--- src/atm_pkg.sv ---
// constants and types shared by the audio timer design
package atm_pkg;

  // ==========================================================
  // register byte addresses on the apb bus
  localparam logic [7:0] ATM_OFS_CTRL0  = 8'h00;
  localparam logic [7:0] ATM_OFS_CTRL1  = 8'h04;
  localparam logic [7:0] ATM_OFS_CNT_LO = 8'h08;
  localparam logic [7:0] ATM_OFS_CNT_HI = 8'h0C;
  localparam logic [7:0] ATM_OFS_CMPA_L = 8'h10;
  localparam logic [7:0] ATM_OFS_CMPA_H = 8'h14;
  localparam logic [7:0] ATM_OFS_CMPB_L = 8'h18;
  localparam logic [7:0] ATM_OFS_CMPB_H = 8'h1C;
  localparam logic [7:0] ATM_OFS_PER    = 8'h20;

  // ==========================================================
  // control register 0 fields
  localparam int ATM_C0_HOLD   = 7;
  localparam int ATM_C0_CLK_HI = 6;
  localparam int ATM_C0_CLK_LO = 4;
  localparam int ATM_C0_RUN    = 3;
  localparam int ATM_C0_AUDIO  = 0;
  localparam logic [7:0] ATM_C0_MASK = 8'hF9;

  // ==========================================================
  // control register 1 fields
  localparam int ATM_C1_MODE_HI = 7;
  localparam int ATM_C1_MODE_LO = 6;
  localparam int ATM_C1_ACT_HI  = 5;
  localparam int ATM_C1_ACT_LO  = 4;
  localparam int ATM_C1_INIT    = 3;
  localparam int ATM_C1_INV     = 2;
  localparam int ATM_C1_SWAP    = 1;
  localparam int ATM_C1_CLRSEL  = 0;

  // ==========================================================
  // reset values
  localparam logic [7:0] ATM_CTRL_RST = 8'h00;
  localparam logic [9:0] ATM_CMP_RST  = 10'h000;
  localparam logic [7:0] ATM_PER_RST  = 8'h00;
  localparam logic [9:0] ATM_CNT_RST  = 10'h000;

  // ==========================================================
  // prescaler terminal counts
  localparam logic [5:0] ATM_DIV4_MASK  = 6'h03;
  localparam logic [5:0] ATM_DIV16_MASK = 6'h0F;
  localparam logic [5:0] ATM_DIV64_MASK = 6'h3F;

  // ==========================================================
  // operating modes, pin actions and clock sources
  typedef enum logic [1:0] {
    ATM_MODE_CMP   = 2'b00,
    ATM_MODE_UNDEF = 2'b01,
    ATM_MODE_PWM   = 2'b10,
    ATM_MODE_TMR   = 2'b11
  } atm_mode_type;

  typedef enum logic [1:0] {
    ATM_ACT_00 = 2'b00,
    ATM_ACT_01 = 2'b01,
    ATM_ACT_10 = 2'b10,
    ATM_ACT_11 = 2'b11
  } atm_act_type;

  typedef enum logic [2:0] {
    ATM_CLK_SYS4  = 3'b000,
    ATM_CLK_SYS   = 3'b001,
    ATM_CLK_H16   = 3'b010,
    ATM_CLK_H64   = 3'b011,
    ATM_CLK_SUB   = 3'b100,
    ATM_CLK_H     = 3'b101,
    ATM_CLK_EXT_R = 3'b110,
    ATM_CLK_EXT_F = 3'b111
  } atm_clk_type;

endpackage

--- src/atm_tick_if.sv ---
// carrier between the timer core and its clock tick generator
`timescale 1ns/1ps
interface atm_tick_if;
  logic [2:0] clock_source_field;
  logic       external_clock_pin;
  logic       sub_clock_tick;
  logic       tick;

  modport gen  (input clock_source_field, input external_clock_pin, input sub_clock_tick, output tick);
  modport core (output clock_source_field, output external_clock_pin, output sub_clock_tick, input tick);
endinterface

--- src/atm_tick_gen.sv ---
// counter clock tick selection, prescaler and external edge detection
`timescale 1ns/1ps
module atm_tick_gen
  import atm_pkg::*;
(
  input  wire logic  pclk,
  input  wire logic  presetn,
  atm_tick_if.gen    tif
);

  logic [5:0] pre_ff;
  logic       ext_s1_ff;
  logic       ext_s2_ff;
  logic       ext_s3_ff;
  logic       tick_ff;
  logic       nxt_tick;

  // ==========================================================
  // free running prescaler
  always_ff @(posedge pclk or negedge presetn) begin
    if (!presetn) begin
      pre_ff <= 6'h00;
    end else begin
      pre_ff <= pre_ff + 6'h01;
    end
  end

  // ==========================================================
  // external pin synchroniser
  always_ff @(posedge pclk or negedge presetn) begin
    if (!presetn) begin
      ext_s1_ff <= 1'b0;
      ext_s2_ff <= 1'b0;
      ext_s3_ff <= 1'b0;
    end else begin
      ext_s1_ff <= tif.external_clock_pin;
      ext_s2_ff <= ext_s1_ff;
      ext_s3_ff <= ext_s2_ff;
    end
  end

  // ==========================================================
  // source select
  always_comb begin
    unique case (atm_clk_type'(tif.clock_source_field))
      ATM_CLK_SYS4:  nxt_tick = (pre_ff & ATM_DIV4_MASK) == ATM_DIV4_MASK;
      ATM_CLK_SYS:   nxt_tick = 1'b1;
      ATM_CLK_H16:   nxt_tick = (pre_ff & ATM_DIV16_MASK) == ATM_DIV16_MASK;
      ATM_CLK_H64:   nxt_tick = pre_ff == ATM_DIV64_MASK;
      ATM_CLK_SUB:   nxt_tick = tif.sub_clock_tick;
      ATM_CLK_H:     nxt_tick = 1'b1;
      ATM_CLK_EXT_R: nxt_tick = ext_s2_ff & ~ext_s3_ff;
      ATM_CLK_EXT_F: nxt_tick = ~ext_s2_ff & ext_s3_ff;
    endcase
  end

  always_ff @(posedge pclk or negedge presetn) begin
    if (!presetn) begin
      tick_ff <= 1'b0;
    end else begin
      tick_ff <= nxt_tick;
    end
  end

  assign tif.tick = tick_ff;

endmodule // atm_tick_gen

--- src/atm_audio_timer.sv ---
// audio timer: 10-bit counter, three comparators, compare, timer and pwm outputs
//
// How it works
// - ten-bit counter increments on each tick
// - period compare meets counter upper eight bits
// - compare a and b meet all bits
// - run rising edge clears counter; no writes
// - overflow or comparator match clears counter, event
// - hold bit freezes counter, resumes afterwards
// - three-bit field selects counter clock source
// - run low stops counting, keeps value
// - run rising edge loads initial pin level, except in timer mode
// - audio select picks audio pwm sub-mode
// - mode field: compare, undefined, pwm, timer
// - timer mode ignores pin action field
// - compare a match applies pin action
// - pwm pin action: inactive, active, waveform
// - requested level equal initial leaves pin
// - initial level bit sets starting pin level
// - complementary pin carries inverse of main
// - audio mode drives speaker pins instead
// - control 0 bits 2,1 read zero
// - invert bit inverts pin, not timer or undefined mode
// - in pwm initial level sets polarity
// - swap exchanges period/duty; audio clears swap
// - clear source selects comparator a or p, outside pwm mode
`timescale 1ns/1ps
module atm_audio_timer
  import atm_pkg::*;
#(
  parameter int CNT_W = 10,
  parameter int PER_W = 8
) (
  input  wire logic         pclk,
  input  wire logic         presetn,
  input  wire logic         psel,
  input  wire logic         penable,
  input  wire logic         pwrite,
  input  wire logic [7:0]   paddr,
  input  wire logic [31:0]  pwdata,
  output logic      [31:0]  prdata,
  output logic              pready,
  output logic              pslverr,
  input  wire logic         external_clock_pin,
  input  wire logic         sub_clock_tick,
  output logic              main_output_pin,
  output logic              inverted_output_pin,
  output logic              speaker_drive_a,
  output logic              speaker_drive_b,
  output logic              match_a_event,
  output logic              match_b_event,
  output logic              match_p_event
);

  // ==========================================================
  // declarations
  logic [7:0]       ctrl0_ff;
  logic [7:0]       ctrl1_ff;
  logic [CNT_W-1:0] cmpa_ff;
  logic [CNT_W-1:0] cmpb_ff;
  logic [PER_W-1:0] per_ff;
  logic [CNT_W-1:0] cnt_ff;
  logic             run_d_ff;
  logic             pin_state_ff;
  logic [31:0]      prdata_ff;
  logic             pready_ff;
  logic             pslverr_ff;
  logic             main_ff;
  logic             inv_ff;
  logic             spk_a_ff;
  logic             spk_b_ff;
  logic             evt_a_ff;
  logic             evt_b_ff;
  logic             evt_p_ff;

  logic             acc;
  logic             wr;
  logic             mapped;
  logic [31:0]      nxt_rdata;
  logic [7:0]       nxt_ctrl1;
  logic [7:0]       wbyte;

  atm_mode_type     mode;
  atm_act_type      act;
  logic             run;
  logic             hold;
  logic             audio;
  logic             init_lvl;
  logic             invert;
  logic             swap;
  logic             clr_sel;
  logic             run_rise;
  logic             step;
  logic [CNT_W-1:0] cnt_inc;
  logic             p_hit;
  logic             a_raw;
  logic             a_hit;
  logic             b_hit;
  logic             clr;
  logic [CNT_W:0]   per_full;
  logic [CNT_W:0]   duty_val;
  logic             wave;
  logic             nxt_pin_state;
  logic             nxt_main;

  atm_tick_if tif ();

  // ==========================================================
  // clock tick generator
  assign tif.clock_source_field = ctrl0_ff[ATM_C0_CLK_HI:ATM_C0_CLK_LO];
  assign tif.external_clock_pin = external_clock_pin;
  assign tif.sub_clock_tick     = sub_clock_tick;

  atm_tick_gen u_tick (
    .pclk    (pclk),
    .presetn (presetn),
    .tif     (tif)
  );

  // ==========================================================
  // field decode
  assign mode     = atm_mode_type'(ctrl1_ff[ATM_C1_MODE_HI:ATM_C1_MODE_LO]);
  assign act      = atm_act_type'(ctrl1_ff[ATM_C1_ACT_HI:ATM_C1_ACT_LO]);
  assign run      = ctrl0_ff[ATM_C0_RUN];
  assign hold     = ctrl0_ff[ATM_C0_HOLD];
  assign audio    = ctrl0_ff[ATM_C0_AUDIO] && (mode == ATM_MODE_PWM);
  assign init_lvl = ctrl1_ff[ATM_C1_INIT];
  assign invert   = ctrl1_ff[ATM_C1_INV];
  assign swap     = ctrl1_ff[ATM_C1_SWAP];
  assign clr_sel  = ctrl1_ff[ATM_C1_CLRSEL];

  // ==========================================================
  // apb slave, one wait state
  assign acc    = psel && penable && pready_ff;
  assign wr     = acc && pwrite;
  assign wbyte  = pwdata[7:0];
  assign mapped = (paddr == ATM_OFS_CTRL0) || (paddr == ATM_OFS_CTRL1) ||
                  (paddr == ATM_OFS_CNT_LO) || (paddr == ATM_OFS_CNT_HI) ||
                  (paddr == ATM_OFS_CMPA_L) || (paddr == ATM_OFS_CMPA_H) ||
                  (paddr == ATM_OFS_CMPB_L) || (paddr == ATM_OFS_CMPB_H) ||
                  (paddr == ATM_OFS_PER);

  always_ff @(posedge pclk or negedge presetn) begin
    if (!presetn) begin
      pready_ff <= 1'b0;
    end else begin
      pready_ff <= psel && penable && !pready_ff;
    end
  end

  always_ff @(posedge pclk or negedge presetn) begin
    if (!presetn) begin
      pslverr_ff <= 1'b0;
    end else begin
      pslverr_ff <= psel && penable && !pready_ff && !mapped;
    end
  end

  always_comb begin
    nxt_rdata = 32'h0000_0000;
    unique case (paddr)
      ATM_OFS_CTRL0:  nxt_rdata[7:0] = ctrl0_ff & ATM_C0_MASK;
      ATM_OFS_CTRL1:  nxt_rdata[7:0] = ctrl1_ff;
      ATM_OFS_CNT_LO: nxt_rdata[7:0] = cnt_ff[7:0];
      ATM_OFS_CNT_HI: nxt_rdata[1:0] = cnt_ff[CNT_W-1:8];
      ATM_OFS_CMPA_L: nxt_rdata[7:0] = cmpa_ff[7:0];
      ATM_OFS_CMPA_H: nxt_rdata[1:0] = cmpa_ff[CNT_W-1:8];
      ATM_OFS_CMPB_L: nxt_rdata[7:0] = cmpb_ff[7:0];
      ATM_OFS_CMPB_H: nxt_rdata[1:0] = cmpb_ff[CNT_W-1:8];
      ATM_OFS_PER:    nxt_rdata[7:0] = per_ff;
      default:        nxt_rdata = 32'h0000_0000;
    endcase
  end

  always_ff @(posedge pclk or negedge presetn) begin
    if (!presetn) begin
      prdata_ff <= 32'h0000_0000;
    end else if (psel && penable && !pready_ff && !pwrite) begin
      prdata_ff <= nxt_rdata;
    end
  end

  // ==========================================================
  // control registers
  always_ff @(posedge pclk or negedge presetn) begin
    if (!presetn) begin
      ctrl0_ff <= ATM_CTRL_RST;
    end else if (wr && paddr == ATM_OFS_CTRL0) begin
      ctrl0_ff <= wbyte & ATM_C0_MASK;
    end
  end

  always_comb begin
    nxt_ctrl1 = ctrl1_ff;
    if (wr && paddr == ATM_OFS_CTRL1) begin
      nxt_ctrl1 = wbyte;
    end
    if (audio) begin
      nxt_ctrl1[ATM_C1_SWAP] = 1'b0;
    end
  end

  always_ff @(posedge pclk or negedge presetn) begin
    if (!presetn) begin
      ctrl1_ff <= ATM_CTRL_RST;
    end else begin
      ctrl1_ff <= nxt_ctrl1;
    end
  end

  // ==========================================================
  // compare value registers
  always_ff @(posedge pclk or negedge presetn) begin
    if (!presetn) begin
      cmpa_ff <= ATM_CMP_RST;
      cmpb_ff <= ATM_CMP_RST;
      per_ff  <= ATM_PER_RST;
    end else if (wr) begin
      unique case (paddr)
        ATM_OFS_CMPA_L: cmpa_ff[7:0]       <= wbyte;
        ATM_OFS_CMPA_H: cmpa_ff[CNT_W-1:8] <= wbyte[1:0];
        ATM_OFS_CMPB_L: cmpb_ff[7:0]       <= wbyte;
        ATM_OFS_CMPB_H: cmpb_ff[CNT_W-1:8] <= wbyte[1:0];
        ATM_OFS_PER:    per_ff             <= wbyte;
        default:        per_ff             <= per_ff;
      endcase
    end
  end

  // ==========================================================
  // comparators, matching the next count value
  assign run_rise = run && !run_d_ff;
  assign step     = tif.tick && run && !hold;
  assign cnt_inc  = cnt_ff + 1'b1;
  assign p_hit    = cnt_inc[CNT_W-1:2] == per_ff && cnt_inc[1:0] == 2'b00;
  assign a_raw    = cnt_inc == cmpa_ff;
  assign a_hit    = a_raw && (cmpa_ff != ATM_CMP_RST);
  assign b_hit    = (cnt_inc == cmpb_ff) && (cmpb_ff != ATM_CMP_RST);

  always_comb begin
    if (mode == ATM_MODE_PWM) begin
      clr = (swap && !audio) ? a_raw : p_hit;
    end else begin
      clr = clr_sel ? a_raw : p_hit;
    end
  end

  always_ff @(posedge pclk or negedge presetn) begin
    if (!presetn) begin
      run_d_ff <= 1'b0;
    end else begin
      run_d_ff <= run;
    end
  end

  always_ff @(posedge pclk or negedge presetn) begin
    if (!presetn) begin
      cnt_ff <= ATM_CNT_RST;
    end else if (run_rise) begin
      cnt_ff <= ATM_CNT_RST;
    end else if (step) begin
      cnt_ff <= clr ? ATM_CNT_RST : cnt_inc;
    end
  end

  // ==========================================================
  // match events
  always_ff @(posedge pclk or negedge presetn) begin
    if (!presetn) begin
      evt_a_ff <= 1'b0;
      evt_b_ff <= 1'b0;
      evt_p_ff <= 1'b0;
    end else begin
      evt_a_ff <= step && a_hit;
      evt_b_ff <= step && b_hit;
      evt_p_ff <= step && p_hit && !(clr_sel && mode != ATM_MODE_PWM);
    end
  end

  // ==========================================================
  // compare match pin state
  always_comb begin
    nxt_pin_state = pin_state_ff;
    if (run_rise && mode != ATM_MODE_TMR) begin
      nxt_pin_state = init_lvl;
    end else if (step && a_hit && mode == ATM_MODE_CMP) begin
      unique case (act)
        ATM_ACT_00: nxt_pin_state = pin_state_ff;
        ATM_ACT_01: nxt_pin_state = init_lvl ? 1'b0 : pin_state_ff;
        ATM_ACT_10: nxt_pin_state = init_lvl ? pin_state_ff : 1'b1;
        ATM_ACT_11: nxt_pin_state = !pin_state_ff;
      endcase
    end
  end

  always_ff @(posedge pclk or negedge presetn) begin
    if (!presetn) begin
      pin_state_ff <= 1'b0;
    end else begin
      pin_state_ff <= nxt_pin_state;
    end
  end

  // ==========================================================
  // pwm waveform
  assign per_full = (per_ff == ATM_PER_RST) ? {1'b1, {CNT_W{1'b0}}} : {1'b0, per_ff, 2'b00};
  assign duty_val = (swap && !audio) ? per_full : {1'b0, cmpa_ff};
  assign wave     = {1'b0, cnt_ff} < duty_val;

  always_comb begin
    nxt_main = pin_state_ff;
    unique case (mode)
      ATM_MODE_CMP: nxt_main = pin_state_ff ^ invert;
      ATM_MODE_PWM: begin
        unique case (act)
          ATM_ACT_00: nxt_main = !init_lvl ^ invert;
          ATM_ACT_01: nxt_main = init_lvl ^ invert;
          ATM_ACT_10: nxt_main = (wave ? init_lvl : !init_lvl) ^ invert;
          ATM_ACT_11: nxt_main = !init_lvl ^ invert;
        endcase
      end
      ATM_MODE_UNDEF: nxt_main = pin_state_ff;
      ATM_MODE_TMR: nxt_main = main_ff;
    endcase
  end

  // ==========================================================
  // pin routing
  always_ff @(posedge pclk or negedge presetn) begin
    if (!presetn) begin
      main_ff  <= 1'b0;
      inv_ff   <= 1'b1;
      spk_a_ff <= 1'b0;
      spk_b_ff <= 1'b0;
    end else if (audio) begin
      main_ff  <= main_ff;
      inv_ff   <= inv_ff;
      spk_a_ff <= (wave ? init_lvl : !init_lvl) ^ invert;
      spk_b_ff <= (({1'b0, cnt_ff} < {1'b0, cmpb_ff}) ? init_lvl : !init_lvl) ^ invert;
    end else begin
      main_ff  <= nxt_main;
      inv_ff   <= !nxt_main;
      spk_a_ff <= 1'b0;
      spk_b_ff <= 1'b0;
    end
  end

  // ==========================================================
  // outputs
  assign prdata              = prdata_ff;
  assign pready              = pready_ff;
  assign pslverr             = pslverr_ff;
  assign main_output_pin     = main_ff;
  assign inverted_output_pin = inv_ff;
  assign speaker_drive_a     = spk_a_ff;
  assign speaker_drive_b     = spk_b_ff;
  assign match_a_event       = evt_a_ff;
  assign match_b_event       = evt_b_ff;
  assign match_p_event       = evt_p_ff;

endmodule // atm_audio_timer

--- config.mk ---
export PLATFORM = sky130hd
export DESIGN_NAME = atm_audio_timer
export DESIGN_NICKNAME = d
export VERILOG_FILES = /design/src/atm_pkg.sv /design/src/atm_tick_if.sv /design/src/atm_tick_gen.sv /design/src/atm_audio_timer.sv
export SDC_FILE = /design/constraint.sdc
export NUM_CORES = 1
export LEC_CHECK = 0
export BUFFER_PORTS_ARGS = -buffer_cell sky130_fd_sc_hd__clkbuf_2
export CAP_MARGIN = 20
export CORE_MARGIN = 3
export CORE_UTILIZATION = 24
export CTS_BUF_LIST = sky130_fd_sc_hd__clkbuf_8
export DETAILED_ROUTE_END_ITERATION = 16
export SYNTH_ARGS = -nofsm -noshare
export SYNTH_HDL_FRONTEND = slang
export SYNTH_SLANG_ARGS = --single-unit
--- constraint.sdc ---
create_clock -name pclk -period 3 [get_ports pclk]
set_clock_uncertainty 0.05 [all_clocks]
set_input_delay 0.15 -clock pclk [delete_from_list [all_inputs] [get_ports pclk]]
set_output_delay 0.15 -clock pclk [all_outputs]
set_load 0.02 [all_outputs]
Word level (Yosys, flattened, before mapping)
Index checks and enable logic that the tools add are counted. Widths: inputs -> output; s select.

Add/sub/neg operators: 2. Bitwise logic cells: 9. Equality and inequality tests: 32. Mux-type cells: 24. Order comparisons: 2. Reduce and logical (&&, ||, !) cells: 60.

Operators with widths (number): $pmux 6 s6 (1); $eq 8x5->1 const B (4); $mux 10 (3); $logic_and 1x1->1 (23); $mux 11 (2); $eq 10x10->1 (2); $reduce_bool 10->1 (2); $pmux 2 s9 (1); $eq 8x4->1 const B (2); $logic_not 8->1 (2); $eq 3x3->1 const B (4); $mux 1 (12); $lt 10x11->1 (1); $add 10x1->10 const B (1); $eq 2x2->1 const B (5); $logic_not 1->1 (10); $lt 10x10->1 (1); $reduce_and 2->1 (5); $eq 8x3->1 const B (1); $eq 8x6->1 const B (1); $eq 8x8->1 (1); $logic_or 1x1->1 (8); $pmux 1 s7 (1); $add 6x1->6 const B (1); 18 further kinds (35).

Output and inout port bits: 41. Logic and storage cells: 155. Register bits: 81. Input port bits: 47.

Depth between registers and ports, before layout
Gate-level depths: netlist of run 1.

Word-level depth: 11. Depth in mapped cells: 13.

By module
Synthesis of run 1 repeated with hierarchy kept, for this count alone.

Cell total of the unflattened synthesis: 534. Area, all modules: 5323.9 µm².

Modules (own cells, without submodules): atm_audio_timer (cells each 504, instances 1, area each 4926.0 µm², sequential area each 1778.0 µm²); atm_tick_gen (cells each 30, instances 1, area each 397.9 µm², sequential area each 250.2 µm²).

Worst setup path before layout of run 1
No wires, ideal clock.

Path type: reg2reg. From: register cnt_ff[1]. To: register cnt_ff[6]. Buffers on the path: 3. Path slack: 177 ps. Clock period less this slack: 2823 ps. Data arrival time: 2655 ps. Library setup time: 118 ps. Data required time: 2832 ps. Cell stages (with the launch flop): 13. Cell sequence: dfrtp_1 ha_1 buf_6 and4_4 buf_2 nand2_1 xnor2_1 a2111oi_2 nand4_1 a21oi_4 buf_6 o21ai_1 a21o_1.

Longest elaborated chain between the ends: 8. Elaborated cells between the ends (all ways): 11.

Ends and longest elaborated chain: from (decl) (line atm_audio_timer.sv:62) `logic [CNT_W-1:0] cnt_ff;`; from (signal assigned) (line atm_audio_timer.sv:262) `cnt_ff <= clr ? ATM_CNT_RST : cnt_inc;`; $add 10x1->10 * (line atm_audio_timer.sv:234) `assign cnt_inc = cnt_ff + 1'b1;`; $eq 8x8->1 / $logic_not 2->1 (equally long branches) (line atm_audio_timer.sv:235) `assign p_hit = cnt_inc[CNT_W-1:2] == per_ff && cnt_inc[1:0] == 2'b00;`; $logic_and 1x1->1 (line atm_audio_timer.sv:235); $mux 1, on equally long branches (line atm_audio_timer.sv:244, atm_audio_timer.sv:242); $mux 1 (line atm_audio_timer.sv:241) `if (mode == ATM_MODE_PWM) begin`; $mux 10 * (line atm_audio_timer.sv:262); $mux 10 * (line atm_audio_timer.sv:261) `end else if (step) begin`; $mux 10 * (line atm_audio_timer.sv:259) `end else if (run_rise) begin`.

Every way passes the cells marked *; elsewhere a longest branch is shown, timed or not. The select of a mux whose other input is x is not followed. A chain may end at the register's enable or synchronous reset.

Worst setup path after layout of run 1
From: register cnt_ff[1]. To: register cnt_ff[2].

The elaborated chain is that of the path after synthesis.

==> results of run 1 <==
## metal layers
layer	routed length [um]	part of all wire, %	global-route usage, %
met2	8060	44	21.71
met3	1571	8.6	2.940
met1	8094	45	19.61
met4	446	2.5	4.185
met5	0	0	0
## kinds of logic after synthesis
kind of cell / after synthesis / synth area share, %
DFF: 81 / 35.28
adders and majority gates: 26 / 5.658
muxes: 60 / 11.38
and+or+nand+nor: 186 / 18.06
AOI/OAI and AO/OA: 127 / 16.30
buffers and inverters: 80 / 7.835
other: 1 / 0.06523
xor gates and xnor gates: 33 / 5.419
## registers in the layout, indices dropped and copies added, names as in the netlist
register,cells
cmpa_ff,10
cmpb_ff,10
cnt_ff,10
ctrl1_ff,8
per_ff,8
prdata,8
ctrl0_ff,6
u_tick.pre_ff,6
inverted_output_pin,1
main_output_pin,1
match_a_event,1
match_b_event,1
match_p_event,1
pin_state_ff,1
pready,1
pslverr,1
run_d_ff,1
speaker_drive_a,1
speaker_drive_b,1
u_tick.ext_s1_ff,1
u_tick.ext_s2_ff,1
u_tick.ext_s3_ff,1
u_tick.tif.tick,1
## cells in the mapped netlist, types with 13 or more instances
master	instances	share of area, %
sky130_fd_sc_hd__dfrtp_1	80	35
sky130_fd_sc_hd__mux2_2	43	8.4
sky130_fd_sc_hd__nand2_1	35	2.3
sky130_fd_sc_hd__nor2_1	32	2.1
sky130_fd_sc_hd__buf_4	28	3.7
sky130_fd_sc_hd__ha_1	26	5.7
sky130_fd_sc_hd__inv_1	26	1.7
sky130_fd_sc_hd__nand3_1	22	1.9
sky130_fd_sc_hd__xnor2_1	22	3.4
sky130_fd_sc_hd__nor3_1	20	1.7
sky130_fd_sc_hd__a21oi_1	18	1.6
sky130_fd_sc_hd__mux2i_1	17	3.0
sky130_fd_sc_hd__o21ai_0	16	1.4
sky130_fd_sc_hd__nor4_1	14	1.5
sky130_fd_sc_hd__clkbuf_1	13	0.85
## area by class of cell
class                   count  area share [%]
multi-input cells         456           49.74
clock inverters             7          0.8937
clock buffers               9           1.806
well taps                 319           5.818
flip-flops and latches     81           29.60
repair buffers            108           10.72
inverters                  26           1.423
## timing repair
| item | CTS | global route |
|---|---|---|
| hold buffers | 3 | 0 |
| resized for setup | 0 | 14 |
| setup buffers | 0 | 4 |
| hold endpoints to repair | 33 | 0 |
| endpoints found under the setup margin | 0 | 11 |
## power by group through the flow
stage               clock (mW)  sequential (mW)  combinational, mW
finish                   0.821             1.14              0.186
floorplan                    0             1.18             0.0939
CTS                      0.845             1.14              0.188
detailed placement           0             1.16              0.184
global placement             0             1.16              0.184
global route             0.884             1.14              0.205
## worst min-delay path by stage
stage | depth (start not counted) | slack [ns] | end
final | 2 | 0.02 | cmpb_ff[4]
after global placement | 1 | 0.06 | u_tick.pre_ff[1]
after global routing | 2 | 0.03 | per_ff[4]
after CTS | 2 | 0.02 | per_ff[4]
after detailed placement | 1 | 0.06 | u_tick.pre_ff[0]
after floorplan | 0 | -0.20 | cmpa_ff[0]
## critical path: cells and delay by family, from the launching register on
| family | cells | cell delay, ns |
|---|---|---|
| buffers and inverters | 3 | 0.48 |
| adders and majority gates | 1 | 0.24 |
| AOI/OAI and AO/OA | 5 | 0.82 |
| DFF | 1 | 0.43 |
| and+or+nand+nor | 2 | 0.47 |
| xor gates and xnor gates | 1 | 0.24 |
## metrics by stage
step | setup TNS (ns) | area [sq um] | worst slack [ns] | util (%)
after global routing | -0.007286 | 6860 | -0.007286 | 29.23
after floorplan | 0 | 5836 | 0.1767 | -
after detailed placement | 0 | 6558 | 0.07846 | 27.94
after CTS | 0 | 6773 | 0.03917 | 28.85
after global placement | 0 | 6558 | 0.05179 | 27.94
final | 0 | 6860 | 0.1454 | 29.23
==> out/results.txt, run 1 <==
For this run, the post-layout net count is 755. Clock-pin slew was measured on the worst setup and hold paths at 0.11 ns. The tools report the worst hold path startpoint as pwdata[4]. From synthesis to final layout, the design area changed by 19.33%.

For this run, the total global-route usage over all layers was measured as 13.99%. The wire length of the first global-routing pass is 28120 um, and the area taken by multi-input logic gates is 3412 sq um. Using the TritonRoute via totals, the vias-per-cell ratio works out to 5.109.

The pre-antenna-repair detailed-routing pass consisted of 7 iterations. The total power of the final layout came out at 2.144 mW. The longest individual stage delay on the worst path was 0.43 ns.

The run gives 0 as the number of design rule violations left after detail routing. After the first detailed-routing iteration, the DRC count stood at 617. Summing all flip-flop and latch instances after layout gives 2031 sq um. Leaving out fill and tap cells, the most frequent cells in the layout are sky130_fd_sc_hd__dfrtp_1, sky130_fd_sc_hd__buf_4, sky130_fd_sc_hd__mux2_2. Summed over all layers, the routed wires come to 18170 um. The endpoint identified for the worst register-to-register timing path is cnt_ff[2].

TritonCTS created 9 clock buffers. The worst hold path belongs to the class input pin to register. Counting every sink on the clock net gives 81.

The worst setup path startpoint is cnt_ff[1]. The critical path goes through ha_2, buf_4, xor3_1, o21ai_2, o31ai_1, nor4b_1, buf_4, nand4_1, a21oi_4, buf_12, o41ai_1, a21o_1. During synthesis, Yosys emitted a total of 0 warnings. The logs give 0 for the final-report max-slew violation count and 24.49% for the initial cell density of the core.

The initial antenna violation count came out at 0. The floorplan has 56 rows. After synthesis, flip-flops and latches occupy 35.28% of the total area. Startpoint-to-endpoint class of the critical path: register to register. The clock passes through at most 2 buffers. The final route contains 5140 vias.

For this run, the top clock speed supported by timing is 350.3 MHz. The worst setup path is launched from a register. Synthesis produced a netlist whose cell count is 594.

After detailed routing, the average wire length per cell comes to 18.06 um. The final period demand of the worst path works out to 2.855 ns. The flow ran to the end, and the final reports show no timing, DRC or antenna violations.

In this run the vertical extent of the chip is 160.8 um. The worst setup path is captured at a register. The placeable core area is 23470 sq um.

The number of hold-slack violations in the final timing report is 0, and the proportion of power drawn by flip-flops and latches is 53.0%. Top flip-flop cell by instance count after synthesis: sky130_fd_sc_hd__dfrtp_1. In this run the clock root is driven by a sky130_fd_sc_hd__clkbuf_8.

At the later pin of the worst-skew pair, clock insertion delay measures 0.39 ns. The detail route stage leaves a number of antenna-violating nets equal to 0. After filler insertion, the fill cell instance count of the layout stands at 2442. Data on the critical path arrives at its endpoint at 3.08 ns.

The sum of net half-perimeters after detailed placement came out at 14060 um. The tools report the number of cells in the design after placement as 983. The tightest hold path in the finished design has a slack of 0.02080 ns. Of the total power, the share spent switching nets is 30.46%. In this run the critical register-to-register path is launched from cnt_ff[1]. By instance count, the cell type seen most on the critical path is sky130_fd_sc_hd__buf_4. The final worst-path cycle share works out to 95.15%.

Die area: 25850 sq um. Combinational logic burns 8.7% of the power. The repair_antennas step left the layout with diodes totalling 0. The number of port buffers came out at 39. Cells with a size suffix above 1 make up 28.24% of the layout. Pin placement for this block handled 88 I/O pins. Dividing total power by cell area gives a power density of 312.6 nW/um^2.

The H-tree was split into 3 levels. Across the VDD grid, the largest voltage drop is 0.1751 mV. Data required time of the worst path: 3.22 ns. The count of flip-flops with a built-in enable after synthesis is 0. The tool flagged a number of max-cap violations equal to 0. The termination of the worst setup path is cnt_ff[2].

In this run the horizontal extent of the chip is 160.8 um. The final weighted congestion in routability-driven placement came out at 0.9201. Headroom to the max-slew limit came out at 60.62%.

The number of cells on the worst reg-to-reg path is 12. Most frequent standard cell in the layout excluding fill and tap cells: sky130_fd_sc_hd__dfrtp_1. The logs give 0.15 ns for the worst setup slack for register-to-register paths and 38.3% for the fraction of power consumed by the clock network. The share of flip-flops with an asynchronous set or reset after synthesis works out to 100.0%.

After synthesis, the netlist uses 74 different library cells. TritonCTS built the clock tree. The largest net degree at the start of global routing is 33, and the pin slew with the least headroom to its limit is 0.5885 ns.

Post-synthesis sequential element count: 81. The cell-internal power is 1.491 mW, and the netlist area before placement is 5749 sq um. For the number of endpoints failing setup at the final stage, the log shows 0.

The slowest stage of the critical path is the sky130_fd_sc_hd__dfrtp_1 cell. For the global route total overflow, the log shows 0. Dividing the synthesized area by the synthesized cell count gives 9.679 sq um. In this run the static leakage power is 2.972 nW. The maximum fanout along the worst path came out at 16. The via count of the first global-routing pass came out at 4792. Summed over all nets, the switching power comes to 0.6530 mW. For this run, the number of standard cells in the final layout without fillers is 1006.
Note: power is estimated with default switching activity, not from simulation.
==> run 2: changes to the inputs <==
Settings changed: CORE_MARGIN 3 to default, CORE_UTILIZATION 24 to 35.
==> run 2 against run 1 <==
Sequential power about the same. Combinational power about the same. Register-to-register slack better by 0.03 ns.
==> out/results.txt, run 2 (synthesis results as in run 1) <==
Clock tree synthesis selected as its root buffer the cell sky130_fd_sc_hd__clkbuf_8. The synthesis-to-layout area growth came out at 14.91%. The clock-pin slew on the worst setup and hold paths works out to 0.08 ns (-0.03 ns). The antenna cell count is 0 (unchanged). The final layout net count came out at 737 (-2.4%). In the layout the commonest cells are sky130_fd_sc_hd__dfrtp_1, sky130_fd_sc_hd__buf_4, sky130_fd_sc_hd__mux2_2. The run gives 81 (unchanged) as the count of clock tree sinks. The ratio of cells with drive above 1 in the final layout is 25.56% (-2.7 points).

The vias per cell is 5.750 (+13%). The switching power share of the total is 25.90% (-4.6 points), and the core occupancy in the finished layout is 41.44% (+12 points). Leakage component of the power: 2.899 nW (-2.5%).

The number of cells on the worst hold path is 2 (unchanged). The number of endpoints failing setup at the final stage came out at 0 (unchanged). By startpoint and endpoint, the worst setup path is classified as register to register.

The run gives 28150 um (about the same) as the wire length of the first global-routing pass. The run finished with clean final reports. Destination of the worst hold path: cmpa_ff[2]. For the fraction of power consumed by the clock network, the log shows 41.2% (+2.9 points). In this design, the critical path's most frequently occurring cell is sky130_fd_sc_hd__inv_1. The pin slew with the least headroom to its limit works out to 0.5823 ns (-0.006159 ns). The final period demand of the worst path was 2.827 ns (-0.02755 ns).

The width of the chip is 130.2 um (-19%). Number of port buffers: 39 (unchanged). TritonCTS built the clock tree.

For the total power of the final layout, the log shows 2.246 mW (+4.7%). The number of DRC markers in iteration 0 is 595 (-3.6%). The worst setup path is launched from a register.

Reg-to-reg critical path startpoint: cnt_ff[6]. The I/O pin count was 88 (unchanged); the achievable frequency was 353.7 MHz (+0.97%). Worst hold path startpoint: pwdata[2]. Data required time of the worst path: 3.27 ns (+0.05 ns).

The critical path goes through buf_4, inv_1, o31a_1, a211oi_1, a211oi_2, a41oi_1, inv_1, o41ai_1, a21o_1. The data arrival time at the worst-slack endpoint came out at 3.09 ns (about the same). The net switching power of the design is 0.5817 mW (-11%). The worst min-delay path class was input pin to register. The final instance count without filler cells was 885 (-12%); the vertical extent of the die was 130.2 um (-19%). The run gives 3 (unchanged) as the maximum level of the CTS H-tree. Initial cell density of the core: 36.06% (+12 points). The tools report the number of buffers inserted during clock tree synthesis as 9 (unchanged). For the aggregate global-route resource usage, the log shows 22.37% (+8.4 points). The worst setup slack for register-to-register paths was 0.17 ns (+0.03 ns); the proportion of power drawn by flip-flops and latches was 50.6% (-2.4 points). The post-route worst setup slack was 0.1730 ns (+0.02755 ns); the global route total overflow was 0 (unchanged). Post-detailed-routing wire length: 17950 um (-1.2%).

The die area was 16940 sq um (-34%). The setup TNS was 0 ns (unchanged). The depth of the worst register-to-register path is 9 (-3), and the number of placement rows is 46 (-18%). The number of cells in the design after placement is 866 (-12%), and the headroom to the max-slew limit is 61.18% (+0.56 points). The total power per unit cell area was 339.9 nW/um^2 (+8.8%).

The library cell used most frequently in the layout, excluding fill and tap cells, is sky130_fd_sc_hd__dfrtp_1. The cell-internal power was 1.664 mW (+12%); the mean routed wirelength per cell was 20.29 um (+12%). The combinational fraction of design power came out at 8.2% (-0.5 points). The remaining antenna violation count is 0 (unchanged). The run gives 42 (+27%) as the largest net degree at the start of global routing. The largest registers in the layout are cmpa_ff: 10 flops, cmpb_ff: 10 flops, cnt_ff: 10 flops. The count of cell instances traversed by the critical path is 9 (-3), and the worst-case vdd ir drop is 0.2560 mV (+46%). Setup repair after global routing left no endpoint under its margin. STA classifies the critical path endpoint as a register. The maximum fanout along the worst path is 10 (-6). The run gives 0.9631 (+4.7%) as the final weighted congestion in routability-driven placement. The placeable core area was 15940 sq um (-32%). The buffering stage count on the worst path with inverters included is 3 (unchanged).

For this design, the slowest cell found on the critical path is sky130_fd_sc_hd__dfrtp_1. The logs give 0 (unchanged) for the number of design rule violations left after detail routing and 0 (unchanged) for the number of hold-slack violations in the final timing report. The pre-CTS setup slack was -0.008652 ns (-0.08711 ns); the final-report max-slew violation count was 0 (unchanged). The sum of net half-perimeters after detailed placement was 13910 um (-1.1%). The largest delay contributor family on the critical path was compound AO/OA/AOI/OAI gates.

The final worst-path cycle share is 94.23% (-0.92 points), and the initial antenna violation count is 0 (unchanged). The via count of the first global-routing pass came out at 5021 (+4.8%). The detailed-routing iteration count for the pre-antenna-repair pass is 7 (unchanged). Capture point of the worst reg-to-reg path: cnt_ff[5].

The total via count in the routed design is 5089 (-0.99%). Maximum clock insertion buffer count: 2 (unchanged). The insertion delay to the later sink of the worst-skew pair is 0.38 ns (about the same), and the reported max-cap violation count is 0 (unchanged). The longest individual stage delay on the worst path came out at 0.57 ns (+0.14 ns).
run 2: changes by cell type in the layout (fill, tap and decap cells not counted), sizes merged:
cell | before | now
inv | 30 | 27
buf | 67 | 50
bufinv | 0 | 2
clkinvlp | 1 | 2
dlygate4sd3 | 3 | 2
clkinv | 2 | 1
clkbuf | 47 | 48
run 2: area by class of cell:
type,count,area (sq um)
multi-input cells,456,3385
flip-flops and latches,81,2029
fillers,1572,9336
inverters,26,97.59
clock inverters,6,88.84
clock buffers,10,137.6
repair buffers,90,598.1
well taps,216,270.3
run 2: how the worst max path moves through the flow:
| stage | startpoint | endpoint |
|---|---|---|
| after floorplan | cnt_ff[1] | cnt_ff[6] |
| after global placement | cnt_ff[0] | cnt_ff[7] |
| after detailed placement | cnt_ff[0] | cnt_ff[5] |
| after CTS | cnt_ff[1] | cnt_ff[5] |
| after global routing | cnt_ff[1] | cnt_ff[5] |
| final | cnt_ff[6] | cnt_ff[5] |
run 2: metal layers:
layer | GRT usage, % | vias up | part of all wire, %
met2 | 36.26 | 213 | 46
met3 | 3.526 | 43 | 6.3
li1 | - | 2313 | -
met1 | 28.88 | 2520 | 44
met4 | 11.29 | 0 | 3.9
met5 | 0 | - | 0
run 2: per-stage QoR:
step	instance area, sq um	hold slack (ns)
after global placement	6324	0.1227
after CTS	6576	0.01210
after floorplan	5836	-0.1956
after global routing	6606	0.01847
after detailed placement	6324	0.1350
final	6606	0.03069
run 2: what timing repair did:
| item | 4_1_cts | 5_1_grt |
|---|---|---|
| hold endpoints to repair | 40 | 0 |
| hold buffers | 2 | 0 |
| buffers inserted | 0 | 1 |
| pin swaps | 0 | 2 |
| endpoints found under the setup margin | 3 | 11 |
| resized for setup | 1 | 6 |
run 2: power by group through the flow:
stage	Clock, mW	Sequential, mW	Combinational [mW]
3_5_place_dp	0	1.16	0.185
2_1_floorplan	0	1.18	0.0939
6_report	0.925	1.14	0.185
4_1_cts	0.945	1.14	0.187
5_1_grt	0.980	1.14	0.205
3_3_place_gp	0	1.16	0.181
==> run 3: changes to the inputs <==
Clock period 3 ns to 2.7 ns, I/O delays scaled along.
==> run 3 against run 2 <==
Sequential power up 11%. Die area unchanged. Combinational power up 16%. Hold slack better by 0.015 ns. Critical path type unchanged. Critical endpoint is now cnt_ff[3]. Largest power group unchanged. Highest routed layer unchanged.
==> out/results.txt, run 3 (synthesis results as in run 1) <==
The detailed-routing iteration count for the pre-antenna-repair pass was 7 (unchanged); the post-detailed-routing wire length was 18980 um (+5.7%). The logs give 0.38 ns (about the same) for the insertion delay to the later sink of the worst-skew pair and 8158 um (+3.6%) for the routed length on met1. The tools report the number of endpoints failing setup at the final stage as 0 (unchanged). In the layout the commonest cells are sky130_fd_sc_hd__buf_4, sky130_fd_sc_hd__dfrtp_1, sky130_fd_sc_hd__mux2_2. The number of DRC markers in iteration 0 was 502 (-16%). Wire length of the first global-routing pass: 29190 um (+3.7%). Final worst-path cycle share: 99.69% (+5.5 points).

The achievable frequency was 371.5 MHz (+5.0%). The tools report the largest net degree at the start of global routing as 82 (+95%). The vertical extent of the die is 130.2 um (unchanged). The startpoint-to-endpoint class of the critical path is register to register.

The initial antenna violation count is 0 (unchanged), and the sum of net half-perimeters after detailed placement is 14290 um (+2.7%). The final weighted congestion in routability-driven placement was 0.9776 (+1.5%). The tree is rooted in a sky130_fd_sc_hd__clkbuf_8.

The run gives 778 (+5.6%) as the final layout net count. The clock-pin slew on the worst setup and hold paths works out to 0.09 ns (about the same). The maximum fanout along the worst path came out at 7 (-3).

The post-route worst setup slack was 0.008309 ns (-0.1647 ns). The flow ran to the end, and the final reports show no timing, DRC or antenna violations. The run gives 0 (unchanged) as the reported max-cap violation count. The tools report the initial cell density of the core as 36.06% (unchanged). In this run the worst hold path is classified as input pin to register. The ratio of cells with drive above 1 in the final layout works out to 35.92% (+10 points). The data required time of the worst path was 2.91 ns (-0.36 ns); the die area was 16940 sq um (unchanged). The width of the chip came out at 130.2 um (unchanged). The mean routed wirelength per cell was 20.49 um (+1.0%).

The via count of the first global-routing pass is 5268 (+4.9%), and the number of buffers inserted during clock tree synthesis is 9 (unchanged). STA classifies the critical path startpoint as a register. The final period demand of the worst path came out at 2.692 ns (-0.1353 ns). Leaving out fill and tap cells, the most frequent cell in the layout is sky130_fd_sc_hd__buf_4. The remaining antenna violation count was 0 (unchanged). Core occupancy in the finished layout: 45.57% (+4.1 points). The tools report the number of hold-slack violations in the final timing report as 0 (unchanged).

For the number of design rule violations left after detail routing, the log shows 0 (unchanged). For the global route total overflow, the log shows 0 (unchanged). I/O pin count: 88 (unchanged).

The length of routed met2 wiring is 8873 um (+7.7%). The endpoint type of the worst setup path was a register. The total power per unit cell area is 318.8 nW/um^2 (-6.2%). The area growth from synthesis to layout is 26.38%.

The total via count in the routed design is 5348 (+5.1%). The tools report the aggregate global-route resource usage as 22.93% (+0.56 points). The sum of met3 wire segment lengths after detailed routing was 1167 um (+2.9%).

Placeable core area: 15940 sq um (unchanged). The pre-CTS setup slack was -0.1922 ns (-0.1835 ns); the count of clock tree sinks was 81 (unchanged). The run gives 46 (unchanged) as the number of placement rows.

Signal routing reaches up to met4. For the maximum clock insertion buffer count, the log shows 2 (unchanged). The antenna cell count was 0 (unchanged); the vias per cell was 5.775 (+0.44%).

The worst-case vdd ir drop is 0.1939 mV (-24%). Setup repair after global routing could not meet its margin everywhere. The pin slew with the least headroom to its limit works out to 0.5684 ns (-0.01391 ns). TritonCTS built the clock tree. The largest registers in the layout are cmpa_ff: 10 flops, cmpb_ff: 10 flops, cnt_ff: 10 flops. The data arrival time at the worst-slack endpoint was 2.90 ns (-0.19 ns). For the leakage component of the power, the log shows 3.184 nW (+9.8%). The number of port buffers is 39 (unchanged).

The logs give 3 (unchanged) for the maximum level of the CTS H-tree and 0 (unchanged) for the final-report max-slew violation count. The headroom to the max-slew limit came out at 61.97% (+0.79 points).
## run 3: cell count changes in the layout (fill, tap and decap cells not counted), sizes merged
| cell | delta |
|---|---|
| dlygate4sd3 | +1 |
| clkinv | +4 |
| clkinvlp | -1 |
| buf | +39 |
| bufinv | -2 |
## run 3: what timing repair did
action | CTS | global route
resized for setup | 22 | 51
cloned | 0 | 1
buffers inserted | 1 | 5
hold buffers | 3 | 0
hold endpoints to repair | 83 | 0
pin swaps | 10 | 20
setup endpoints to repair | 13 | 15
## run 3: power by group
part           switching (mW)  internal [mW]
clock network           0.506          0.336
registers              0.0181           1.24
logic                   0.148         0.0662
## run 3: stage by stage
stage / hold slack [ns] / area, sq um / setup TNS (ns) / instances / total power [mW]
after detailed placement: 0.1986 / 6595 / -1.632 / 899 / 1.488
final: 0.04552 / 7266 / 0 / 926 / 2.316
after global placement: 0.1948 / 6595 / -0.9467 / 899 / 1.484
after global routing: 0.03428 / 7266 / -0.7766 / 926 / 2.404
after floorplan: -0.2106 / 5847 / -0.02530 / 617 / 1.415
after CTS: 0.02916 / 6918 / 0 / 919 / 2.333
## run 3: layout make-up
type                       count  area [sq um]
clock inverter                 7         47.55
tap                          216         270.3
sequential                    81          2032
multi-input combinational    456          3710
clock buffer                   9         123.9
fill                        1528          8677
inverter                      26         101.3
timing repair buffer         131         980.9
## run 3: critical path: stages (launching register included)
cell and delay [ns]:
sky130_fd_sc_hd__dfrtp_2 0.45, sky130_fd_sc_hd__ha_4 0.18, sky130_fd_sc_hd__buf_6 0.13, sky130_fd_sc_hd__xnor2_4 0.18, sky130_fd_sc_hd__xor2_2 0.20, sky130_fd_sc_hd__nand4_1 0.18, sky130_fd_sc_hd__nor4_4 0.35, sky130_fd_sc_hd__nand4_1 0.21
sky130_fd_sc_hd__a21oi_4 0.26, sky130_fd_sc_hd__clkbuf_16 0.19, sky130_fd_sc_hd__a2111oi_4 0.05, sky130_fd_sc_hd__a21o_1 0.16
## run 3: path summary, 6_finish.rpt
kind | start | end | slack, ns | cells past startpoint
max | cnt_ff[1] | cnt_ff[3] | 0.008 | 11
min | penable | pready | 0.05 | 4
max reg2reg | cnt_ff[1] | cnt_ff[3] | 0.008 | 11
min reg2reg | u_tick.ext_s1_ff | u_tick.ext_s2_ff | 0.31 | 0
max in group asynchronous | presetn | cnt_ff[2] | 1.90 | 3
min in group asynchronous | presetn | u_tick.ext_s1_ff | 0.07 | 2
## run 3: routing by layer
metal | vias up | track usage [%]
met5 | - | 0
met4 | 0 | 11.22
met3 | 54 | 3.649
met2 | 236 | 36.98
met1 | 2663 | 29.88
li1 | 2395 | -
